--- config.mk ---
export PLATFORM = sky130hd
export DESIGN_NAME = eccs_top
export DESIGN_NICKNAME = d
export VERILOG_FILES = /design/src/rtl/eccs_pkg.sv /design/src/rtl/eccs_top.sv
export SDC_FILE = /design/constraint.sdc
export NUM_CORES = 1
export LEC_CHECK = 0
export BUFFER_PORTS_ARGS = -buffer_cell sky130_fd_sc_hd__buf_4
export CAP_MARGIN = 20
export CORE_MARGIN = 5
export CORE_UTILIZATION = 53
export DETAILED_ROUTE_END_ITERATION = 6
export PLACE_DENSITY = 0.82
export SLEW_MARGIN = 10
export SYNTH_ARGS = -nofsm -noshare
export SYNTH_HDL_FRONTEND = slang
export SYNTH_SLANG_ARGS = --single-unit
--- constraint.sdc ---
create_clock -name clk_in -period 3.75 [get_ports clk_in]
set_clock_uncertainty 0.15 [all_clocks]
set_input_delay 0 -clock clk_in [delete_from_list [all_inputs] [get_ports clk_in]]
set_output_delay 0 -clock clk_in [all_outputs]
set_load 0.1 [all_outputs]
--- src/rtl/eccs_pkg.sv ---
// eccs_pkg: constants and carrier types for the echo canceller control/status block.
// assumes a single clock domain; register port is the documented serial microport,
// modelled here as a parallel address/data strobe pair already deserialised.
package eccs_pkg;
    // ****************************************************************
    // register map
    // ****************************************************************
    localparam logic [7:0] CHAN_A_CONTROL_ADDR = 8'h00;
    localparam logic [7:0] CHAN_B_CONTROL_ADDR = 8'h20;
    localparam logic [7:0] CHAN_A_CONTROL_RST = 8'h00;
    localparam logic [7:0] CHAN_B_CONTROL_RST = 8'h02;
    // ****************************************************************
    // field positions
    // ****************************************************************
    localparam int SOFT_RESET_BIT = 7;
    localparam int NOISE_INJECT_OFF_BIT = 6;
    localparam int BACK_TO_BACK_SEL_BIT = 5;
    localparam int PAD_BIT = 4;
    localparam int BYPASS_BIT = 3;
    localparam int ADAPT_FREEZE_BIT = 2;
    localparam int EXT_DELAY_BIT = 0;
    // writable mask: channel a keeps bit 1 at 0, channel b keeps bits 1..0 fixed
    localparam logic [7:0] CHAN_A_WMASK = 8'hFD;
    localparam logic [7:0] CHAN_B_WMASK = 8'hFC;
    // status register layout (read-only)
    localparam logic [7:0] STATUS_A_ADDR = 8'h01;
    localparam logic [7:0] STATUS_B_ADDR = 8'h21;

    typedef enum logic [1:0] {
        ECCS_NORMAL,
        ECCS_BACK_TO_BACK,
        ECCS_EXTENDED
    } eccs_config_e;

    // per-channel controls driven to the datapath
    typedef struct packed {
        logic noise_inject_off;
        logic pad_on;
        logic bypass_on;
        logic adapt_freeze;
        logic adapt_run;
    } eccs_chan_ctl_s;

    // per-channel indicators from the canceller core
    typedef struct packed {
        logic gain_down;
        logic converging;
        logic double_talk_flag;
        logic tone_flag;
    } eccs_chan_stat_s;

    typedef struct packed {
        logic [7:0] chan_a_control;
        logic [7:0] chan_b_control;
        logic [7:0] rdata;
        logic rvalid;
        eccs_chan_ctl_s ctl_a;
        eccs_chan_ctl_s ctl_b;
        eccs_config_e cfg;
        eccs_chan_stat_s stat_a;
        eccs_chan_stat_s stat_b;
    } eccs_state_s;
endpackage : eccs_pkg

--- src/rtl/eccs_top.sv ---
// eccs_top: control registers and status indicators of a dual echo canceller.
// assumes deserialised microport accesses (one-cycle strobes) and status inputs
// synchronous to clk_in.
`timescale 1ns/1ps
module eccs_top (
    input wire logic clk_in,                          // 200 MHz clock
    input wire logic rst_n_in,                        // async power-up reset
    input wire logic wr_in,                           // write strobe
    input wire logic rd_in,                           // read strobe
    input wire logic [7:0] addr_in,                   // register address
    input wire logic [7:0] wdata_in,                  // write data
    input wire eccs_pkg::eccs_chan_stat_s stat_a_in,  // channel a indicators
    input wire eccs_pkg::eccs_chan_stat_s stat_b_in,  // channel b indicators
    output logic [7:0] rdata_out,                     // read data
    output logic rvalid_out,                          // read data valid pulse
    output eccs_pkg::eccs_chan_ctl_s ctl_a_out,       // channel a controls
    output eccs_pkg::eccs_chan_ctl_s ctl_b_out,       // channel b controls
    output eccs_pkg::eccs_config_e cfg_out,           // canceller routing
    output eccs_pkg::eccs_chan_stat_s stat_a_out,     // channel a flags
    output eccs_pkg::eccs_chan_stat_s stat_b_out      // channel b flags
);
    // ****************************************************************
    // helpers
    // ****************************************************************
    // per-channel control decode, shared by both channels
    function automatic eccs_pkg::eccs_chan_ctl_s decode_ctl(input logic [7:0] r);
        eccs_pkg::eccs_chan_ctl_s c;
        c.noise_inject_off = r[eccs_pkg::NOISE_INJECT_OFF_BIT];
        c.pad_on = r[eccs_pkg::PAD_BIT];
        c.bypass_on = r[eccs_pkg::BYPASS_BIT];
        c.adapt_freeze = r[eccs_pkg::ADAPT_FREEZE_BIT];
        c.adapt_run = ~r[eccs_pkg::ADAPT_FREEZE_BIT] & ~r[eccs_pkg::BYPASS_BIT];
        return c;
    endfunction : decode_ctl

    // status nibble sits in the low half of the read byte
    function automatic logic [7:0] status_byte(input eccs_pkg::eccs_chan_stat_s s);
        return {4'h0, s};
    endfunction : status_byte

    // host write merged with the fixed reserved bits of one register
    function automatic logic [7:0] merge_write(
        input logic [7:0] wdata,
        input logic [7:0] wmask,
        input logic [7:0] fixed
    );
        return (wdata & wmask) | (fixed & ~wmask);
    endfunction : merge_write

    // extended delay wins if the host breaks the exclusion
    function automatic eccs_pkg::eccs_config_e route_of(input logic [7:0] r);
        eccs_pkg::eccs_config_e c;
        // normal unless a routing bit is set
        c = eccs_pkg::ECCS_NORMAL;
        if (r[eccs_pkg::EXT_DELAY_BIT]) begin
            c = eccs_pkg::ECCS_EXTENDED;
        end else if (r[eccs_pkg::BACK_TO_BACK_SEL_BIT]) begin
            c = eccs_pkg::ECCS_BACK_TO_BACK;
        end
        return c;
    endfunction : route_of

    // unmapped addresses read as zero
    function automatic logic [7:0] read_mux(
        input logic [7:0] addr,
        input eccs_pkg::eccs_state_s s
    );
        logic [7:0] d;
        unique case (addr)
            eccs_pkg::CHAN_A_CONTROL_ADDR: d = s.chan_a_control;
            eccs_pkg::CHAN_B_CONTROL_ADDR: d = s.chan_b_control;
            eccs_pkg::STATUS_A_ADDR: d = status_byte(s.stat_a);
            eccs_pkg::STATUS_B_ADDR: d = status_byte(s.stat_b);
            default: d = 8'h00;
        endcase
        return d;
    endfunction : read_mux

    // ****************************************************************
    // power-up image
    // ****************************************************************
    // values held during and after reset
    localparam eccs_pkg::eccs_state_s RESET_IMAGE = '{
        chan_a_control: eccs_pkg::CHAN_A_CONTROL_RST,
        chan_b_control: eccs_pkg::CHAN_B_CONTROL_RST,
        rdata: 8'h00,
        rvalid: 1'h0,
        ctl_a: '{adapt_run: 1'h1, default: 1'h0},
        ctl_b: '{adapt_run: 1'h1, default: 1'h0},
        cfg: eccs_pkg::ECCS_NORMAL,
        stat_a: '0,
        stat_b: '0
    };

    // ****************************************************************
    // state
    // ****************************************************************
    eccs_pkg::eccs_state_s s_q;
    eccs_pkg::eccs_state_s s_d;
    logic wr_a;
    logic wr_b;

    // ****************************************************************
    // host access decode
    // ****************************************************************
    assign wr_a = wr_in && (addr_in == eccs_pkg::CHAN_A_CONTROL_ADDR);
    assign wr_b = wr_in && (addr_in == eccs_pkg::CHAN_B_CONTROL_ADDR);

    // ****************************************************************
    // next state
    // ****************************************************************
    always_comb begin
        s_d = s_q;
        s_d.rvalid = 1'h0;

        // ************************************************************
        // write path
        // ************************************************************
        // channel a write
        if (wr_a) begin
            s_d.chan_a_control = merge_write(wdata_in, eccs_pkg::CHAN_A_WMASK,
                                             eccs_pkg::CHAN_A_CONTROL_RST);
        end
        if (wr_b) begin
            s_d.chan_b_control = merge_write(wdata_in, eccs_pkg::CHAN_B_WMASK,
                                             eccs_pkg::CHAN_B_CONTROL_RST);
        end

        // ************************************************************
        // soft reset
        // ************************************************************
        // either channel restores both, bit never reads back set
        if (s_d.chan_a_control[eccs_pkg::SOFT_RESET_BIT]
                || s_d.chan_b_control[eccs_pkg::SOFT_RESET_BIT]) begin
            s_d.chan_a_control = eccs_pkg::CHAN_A_CONTROL_RST;
            s_d.chan_b_control = eccs_pkg::CHAN_B_CONTROL_RST;
        end

        // ************************************************************
        // read path
        // ************************************************************
        // a read beside a write returns the value held before it
        if (rd_in) begin
            s_d.rvalid = 1'h1;
            s_d.rdata = read_mux(addr_in, s_q);
        end

        // ************************************************************
        // controls and routing
        // ************************************************************
        // decoded per-channel controls
        s_d.ctl_a = decode_ctl(s_d.chan_a_control);
        s_d.ctl_b = decode_ctl(s_d.chan_b_control);
        s_d.cfg = route_of(s_d.chan_a_control);

        // ************************************************************
        // indicators
        // ************************************************************
        // live indicators
        s_d.stat_a = stat_a_in;
        s_d.stat_b = stat_b_in;
    end

    // ****************************************************************
    // registers
    // ****************************************************************
    always_ff @(posedge clk_in or negedge rst_n_in) begin
        if (!rst_n_in) begin
            s_q <= RESET_IMAGE;
        end else begin
            s_q <= s_d;
        end
    end

    // ****************************************************************
    // outputs
    // ****************************************************************
    // every output is a field of the state register
    assign rdata_out = s_q.rdata;
    assign rvalid_out = s_q.rvalid;
    assign ctl_a_out = s_q.ctl_a;
    assign ctl_b_out = s_q.ctl_b;
    assign cfg_out = s_q.cfg;
    assign stat_a_out = s_q.stat_a;
    assign stat_b_out = s_q.stat_b;
endmodule : eccs_top

Word-level counts from Yosys, hierarchy flattened
Index checks and enable logic that the tools add are counted.
{ "classes": {"muxes": 7, "n_reduce_logical": 6, "bitwise_logic": 6, "eq_ne": 3} }
{ "op_table": {"columns": ["operator", "count"], "rows": [
  ["8-bit one-hot mux with 4 select lines", 1],
  ["8-bit by 6-bit equality test with 1-bit output, second input constant", 2],
  ["16-bit two-way mux", 1],
  ["8-bit two-way mux", 2],
  ["8-bit by 1-bit equality test with 1-bit output, second input constant", 1],
  ["8-bit logical NOT", 1],
  ["1-bit inverter", 4],
  ["2-bit nonzero test", 2],
  ["1-bit AND", 2],
  ["1-bit logical AND", 2],
  ["1-bit two-way mux", 2],
  ["2-bit two-way mux", 1],
  ["1-bit logical OR", 1]
]} }
{ "totals": {"regBits": 45, "in_bits": 28} }

Longest topological paths before layout
{ "depth": {"depth_word": 7, "ltp_mapped": 5, "depth_no_buf": 4} }

Least setup slack after synthesis
Ideal clock, no wire load.
{ "synth_path": {"path_type": "input port to flip-flop", "startpoint": "input addr_in[0]", "endpoint": "register s_q[30] in the netlist's numbering", "path_buffers": 1, "arrival_time_ps": 1409, "path_slack_ps": 2097, "t_required_ps": 3506, "setup_ps": 94, "path_stages": 5, "cell_sequence": "buf_6 nor4b_1 nand3_1 a22o_2 or4b_1"} }
{ "synth_via": {"elab_chain_len": 5, "elab_cells_between_ends": 9, "classes_between": "eq/ne (1); mux (3); reduce/logical (5)"} }
{ "synth_rtl": {"columns": ["element", "line", "text"], "rows": [
  ["start: declaration", "eccs_top.sv:10", "input wire logic [7:0] addr_in,"],
  ["8-bit by 6-bit equality test with 1-bit output / 8-bit logical NOT (equally long branches)", "eccs_top.sv:107, eccs_top.sv:106", null],
  ["1-bit logical AND, on equally long branches", "eccs_top.sv:107, eccs_top.sv:106", null],
  ["8-bit two-way mux, on equally long branches", "eccs_top.sv:124, eccs_top.sv:120", null],
  ["1-bit logical OR", "eccs_top.sv:134", "|| s_d.chan_b_control[eccs_pkg::SOFT_RESET_BIT]) begin"],
  ["16-bit two-way mux / 2-bit nonzero test (equally long branches)", null, null],
  ["end signal: assignment", "eccs_top.sv:169", "s_q <= RESET_IMAGE;"],
  ["end signal: assignment", "eccs_top.sv:171", "s_q <= s_d;"],
  ["end: declaration", "eccs_top.sv:98", "eccs_pkg::eccs_state_s s_q;"]
]} }
Parallel ways exist; a longest one is shown, timed or not. The select of a mux whose other input is x is not followed.
A chain may end at the register's enable or synchronous reset.

Worst setup path after layout
{ "layout_path": {"startpoint": "input addr_in[0]", "endpoint": "register s_q[43] in the netlist's numbering"} }
{ "layout_via": {"elab_chain_len": 5, "elab_cells_between_ends": 8, "classes_between": "eq/ne (1); mux (3); reduce/logical (4)"} }
{ "layout_rtl": {"columns": ["element", "line", "text"], "rows": [
  ["8-bit by 6-bit equality test with 1-bit output / 8-bit logical NOT (equally long branches)", "eccs_top.sv:107, eccs_top.sv:106", null],
  ["1-bit logical AND, on equally long branches", "eccs_top.sv:107, eccs_top.sv:106", null],
  ["8-bit two-way mux, on equally long branches", "eccs_top.sv:124, eccs_top.sv:120", null],
  ["1-bit logical OR", "eccs_top.sv:134", null],
  ["16-bit two-way mux *", "eccs_top.sv:133", "if (s_d.chan_a_control[eccs_pkg::SOFT_RESET_BIT]"]
]} }
Every way passes the cells marked *; elsewhere a longest branch is shown, timed or not. The select of a mux whose other input is x is not followed.

==> summary.txt <==
Synth
  – Post-synth top area cell: dfrtp_1
  – Mapped Area: 0.00170 sq mm
  – Post-Synthesis Cells: 158
  – Yosys reg bits: 34
  – Top cells by area, synth: dfrtp_1, buf_4, dfstp_2, mux2i_1, mux4_1
  – Yosys warns: 0
  – Most frequent cells after synthesis: dfrtp_1, buf_4, nand2_1
  – Syn_area_per_cell: 10.7 sq um
  – Post-synth EDFFs: 0
  – Cell variety after synth: 33
  – Top cell type's share of synthesized area: 45.8%
  – Register area share after synthesis: 50.4%
  – Top-count cell post-synth: dfrtp_1
  – Synth Flop Type: dfrtp_1
  – Asr flop ratio synth: 100%

Pwr
  – Power density cells: 309 mW/mm^2
  – Leakage power: 1.07 nW
  – Worst vdd ir: 0.202 mV

Cells and area
  – P&R area growth vs syn: 37.7%
  – Area of the multi-input gates: 574 sq um
  – Final nets: 251
  – Antenna Cells: 0
  – Register area: 855 sq um
  – Layout cell share with drive strength beyond 1: 32.1%
  – Fill cell count: 197

STA
  – Final Setup Violations: 0
  – Slew margin rel.: 44.6%
  – Fin crit period: 3000 ps
  – Worst-Margin Slew: 828 ps
  – Unrepaired setup endpoints after global routing: no
  – Hold WS: -0.832 ps
  – Max-slew violations: 0
  – Total negative setup slack: 0 ps
  – Final hold violation count: 1
  – Period utilisation layout: 80.0%
  – Max Clk Rate: 333 MHz

Critical path
  – Most used cell, CP: dlygate4sd3_1
  – Crit path arrival time: 3140 ps
  – Cell Chain, Critical Path: dlygate4sd3_1 > buf_4 > or4b_4 > dlygate4sd3_1 > nor2_8 > mux2i_1 > a32o_1 > dlygate4sd3_1
  – CP delay by family, top: buffers and inverters
  – Reg2Reg Depth: 4
  – CP Buf/Inv Count: 4
  – R2R Path Start: s_q[36]
  – Reg-to-Reg End: s_q[43]
  – Worst Path Class, Setup: in -> reg
  – Critical path capture point type: flop
  – Crit path required time: 3890 ps
  – Slowest Stage Delay on Critical Path: 660 ps
  – Slowest-stage cell, CP: dlygate4sd3_1
  – Reg2Reg Setup Slack: 1720 ps
  – Worst Setup Start Kind: input pin
  – Critical path peak fanout: 9

GRT
  – Gr usage total: 22.7%
  – Total gr overflow: 0
  – Largest net degree at the start of global routing: 19
  – First-pass GRT wire length: 7310 um
  – Initial antenna violation count: 0
  – Number of global-route vias before repair: 1423

Worst hold path
  – Hold Path Class: in -> reg
  – WHS Path Cells: 5
  – Hold Path Sink: rdata_out[2]
  – Hold Crit Start: addr_in[1]

CTS
  – CTS Buf Count: 5
  – CTS tree: built
  – Clk_lat worst skew: 340 ps
  – Clock buffer depth: 2
  – Clock Sinks: 34
  – Clock root buffer: clkbuf_4
  – H-tree levels: 2
  – Postcts setup bufs: 0
  – Hold_buf cts: 34
  – Worst-path clk slew: 110 ps
  – CTS-repair resized insts: 0

Route
  – Detailed Routing Iterations Pass 1: 4
  – Post-DRT Antenna Nets: 0
  – Avg Vias per Cell: 5.29
  – DR WL/cell: 16.6 um
  – Routed vias: 1417
  – Post-route DRC: 0
  – Initial DRC Count: 73
  – Wirelength, routed: 4460 um

Placed design
  – Final HPWL DP: 2740 um
  – PortBufs: 55
  – GPL Wtd Cong: 0.780

Floorplanning
  – Starting Density: 55.5%
  – Core ar.: 0.00305 sq mm
  – DIE WIDTH: 66.6 um
  – Die area: 0.00443 sq mm
  – DIE HEIGHT: 66.6 um
  – # rows: 20
  – I/O pin count: 57

Outcome
  – Failing checks: hold timing
  – Outcome: finished, violations left

Run
  – Max-Cap Viols: 0
==> where the power goes <==
group	total (mW)	internal, mW	switching, mW
combinational	0.129	0.0520	0.0772
clock	0.213	0.0908	0.123
sequential	0.378	0.373	0.00503
==> per-layer routing <==
metal,up-vias,GRT usage (%),part of all wire (%)
met3,16,5.73,5.2
met5,-,0,0
li1,656,-,-
met4,0,9.14,2.6
met1,682,27.9,40
met2,63,38.0,52
==> layout make-up <==
cell class,count,share of cell area (%)
flip-flops and latches,34,36.6
repair buffers,89,32.3
multi-input cells,83,24.6
clock buffers,7,2.36
well taps,44,2.36
inverters,10,1.61
clock inverters,1,0.214
==> metrics by stage <==
step	instance area (sq um)	util, %	instances	setup slack [ps]	total power, mW
2_1_floorplan	1700	-	159	2100	0.453
3_3_place_gp	1930	63.4	226	1880	0.487
3_5_place_dp	1930	63.4	226	1830	0.490
4_1_cts	2330	76.5	268	785	0.719
5_1_grt	2330	76.5	268	690	0.746
6_report	2330	76.5	268	748	0.721
==> flip-flops by register name, summed over array words and instances (netlist names) <==
name        flops
stat_b_out      4
s_q            14
rvalid_out      1
cfg_out         1
stat_a_out      4
ctl_a_out       1
rdata_out       8
ctl_b_out       1
==> cell families after synthesis <==
kind of cell | share of synthesized area (%)
AO/OA/AOI/OAI | 9.08
AND/OR/NAND/NOR | 16.3
flip-flops | 50.4
multiplexers | 8.04
buffers and inverters | 15.9
other | 0.221
==> worst min-delay path, delay by kind of cell <==
| kind | cells | cell delay [ps] |
|---|---|---|
| compound gates | 1 | 70 |
| buf+inv | 1 | 80 |
| simple gates | 3 | 300 |
==> cell usage in the layout, fill, tap and decap left out, types with 2 or more instances in the layout <==
| master | Yosys | final |
|---|---|---|
| inv_1 | 10 | 10 |
| mux4_1 | 2 | 2 |
| dlygate4sd3_1 | 0 | 34 |
| nor3_1 | 5 | 5 |
| a31oi_1 | 2 | 2 |
| dfrtp_1 | 31 | 31 |
| mux2i_1 | 7 | 7 |
| nand3b_1 | 6 | 6 |
| dfstp_2 | 3 | 3 |
| o22ai_1 | 6 | 6 |
| conb_1 | 1 | 2 |
| a21oi_1 | 10 | 10 |
| o21ai_0 | 3 | 3 |
| nand3_1 | 9 | 9 |
| nand2_1 | 11 | 11 |
| nor2_1 | 4 | 4 |
| or3_1 | 2 | 2 |
| buf_4 | 28 | 55 |
| clkbuf_4 | 0 | 5 |
==> worst max path at each step <==
stage          startpoint      end  slack [ps]  cells past startpoint
6_report       addr_in[0]  s_q[43]         750                      8
2_1_floorplan  addr_in[0]  s_q[30]        2100                      5
3_5_place_dp   addr_in[0]  s_q[30]        1830                      5
5_1_grt        addr_in[0]  s_q[43]         690                      8
3_3_place_gp   addr_in[0]  s_q[30]        1880                      5
4_1_cts        addr_in[0]  s_q[43]         790                      8
Power figures use the tool's default switching activity.
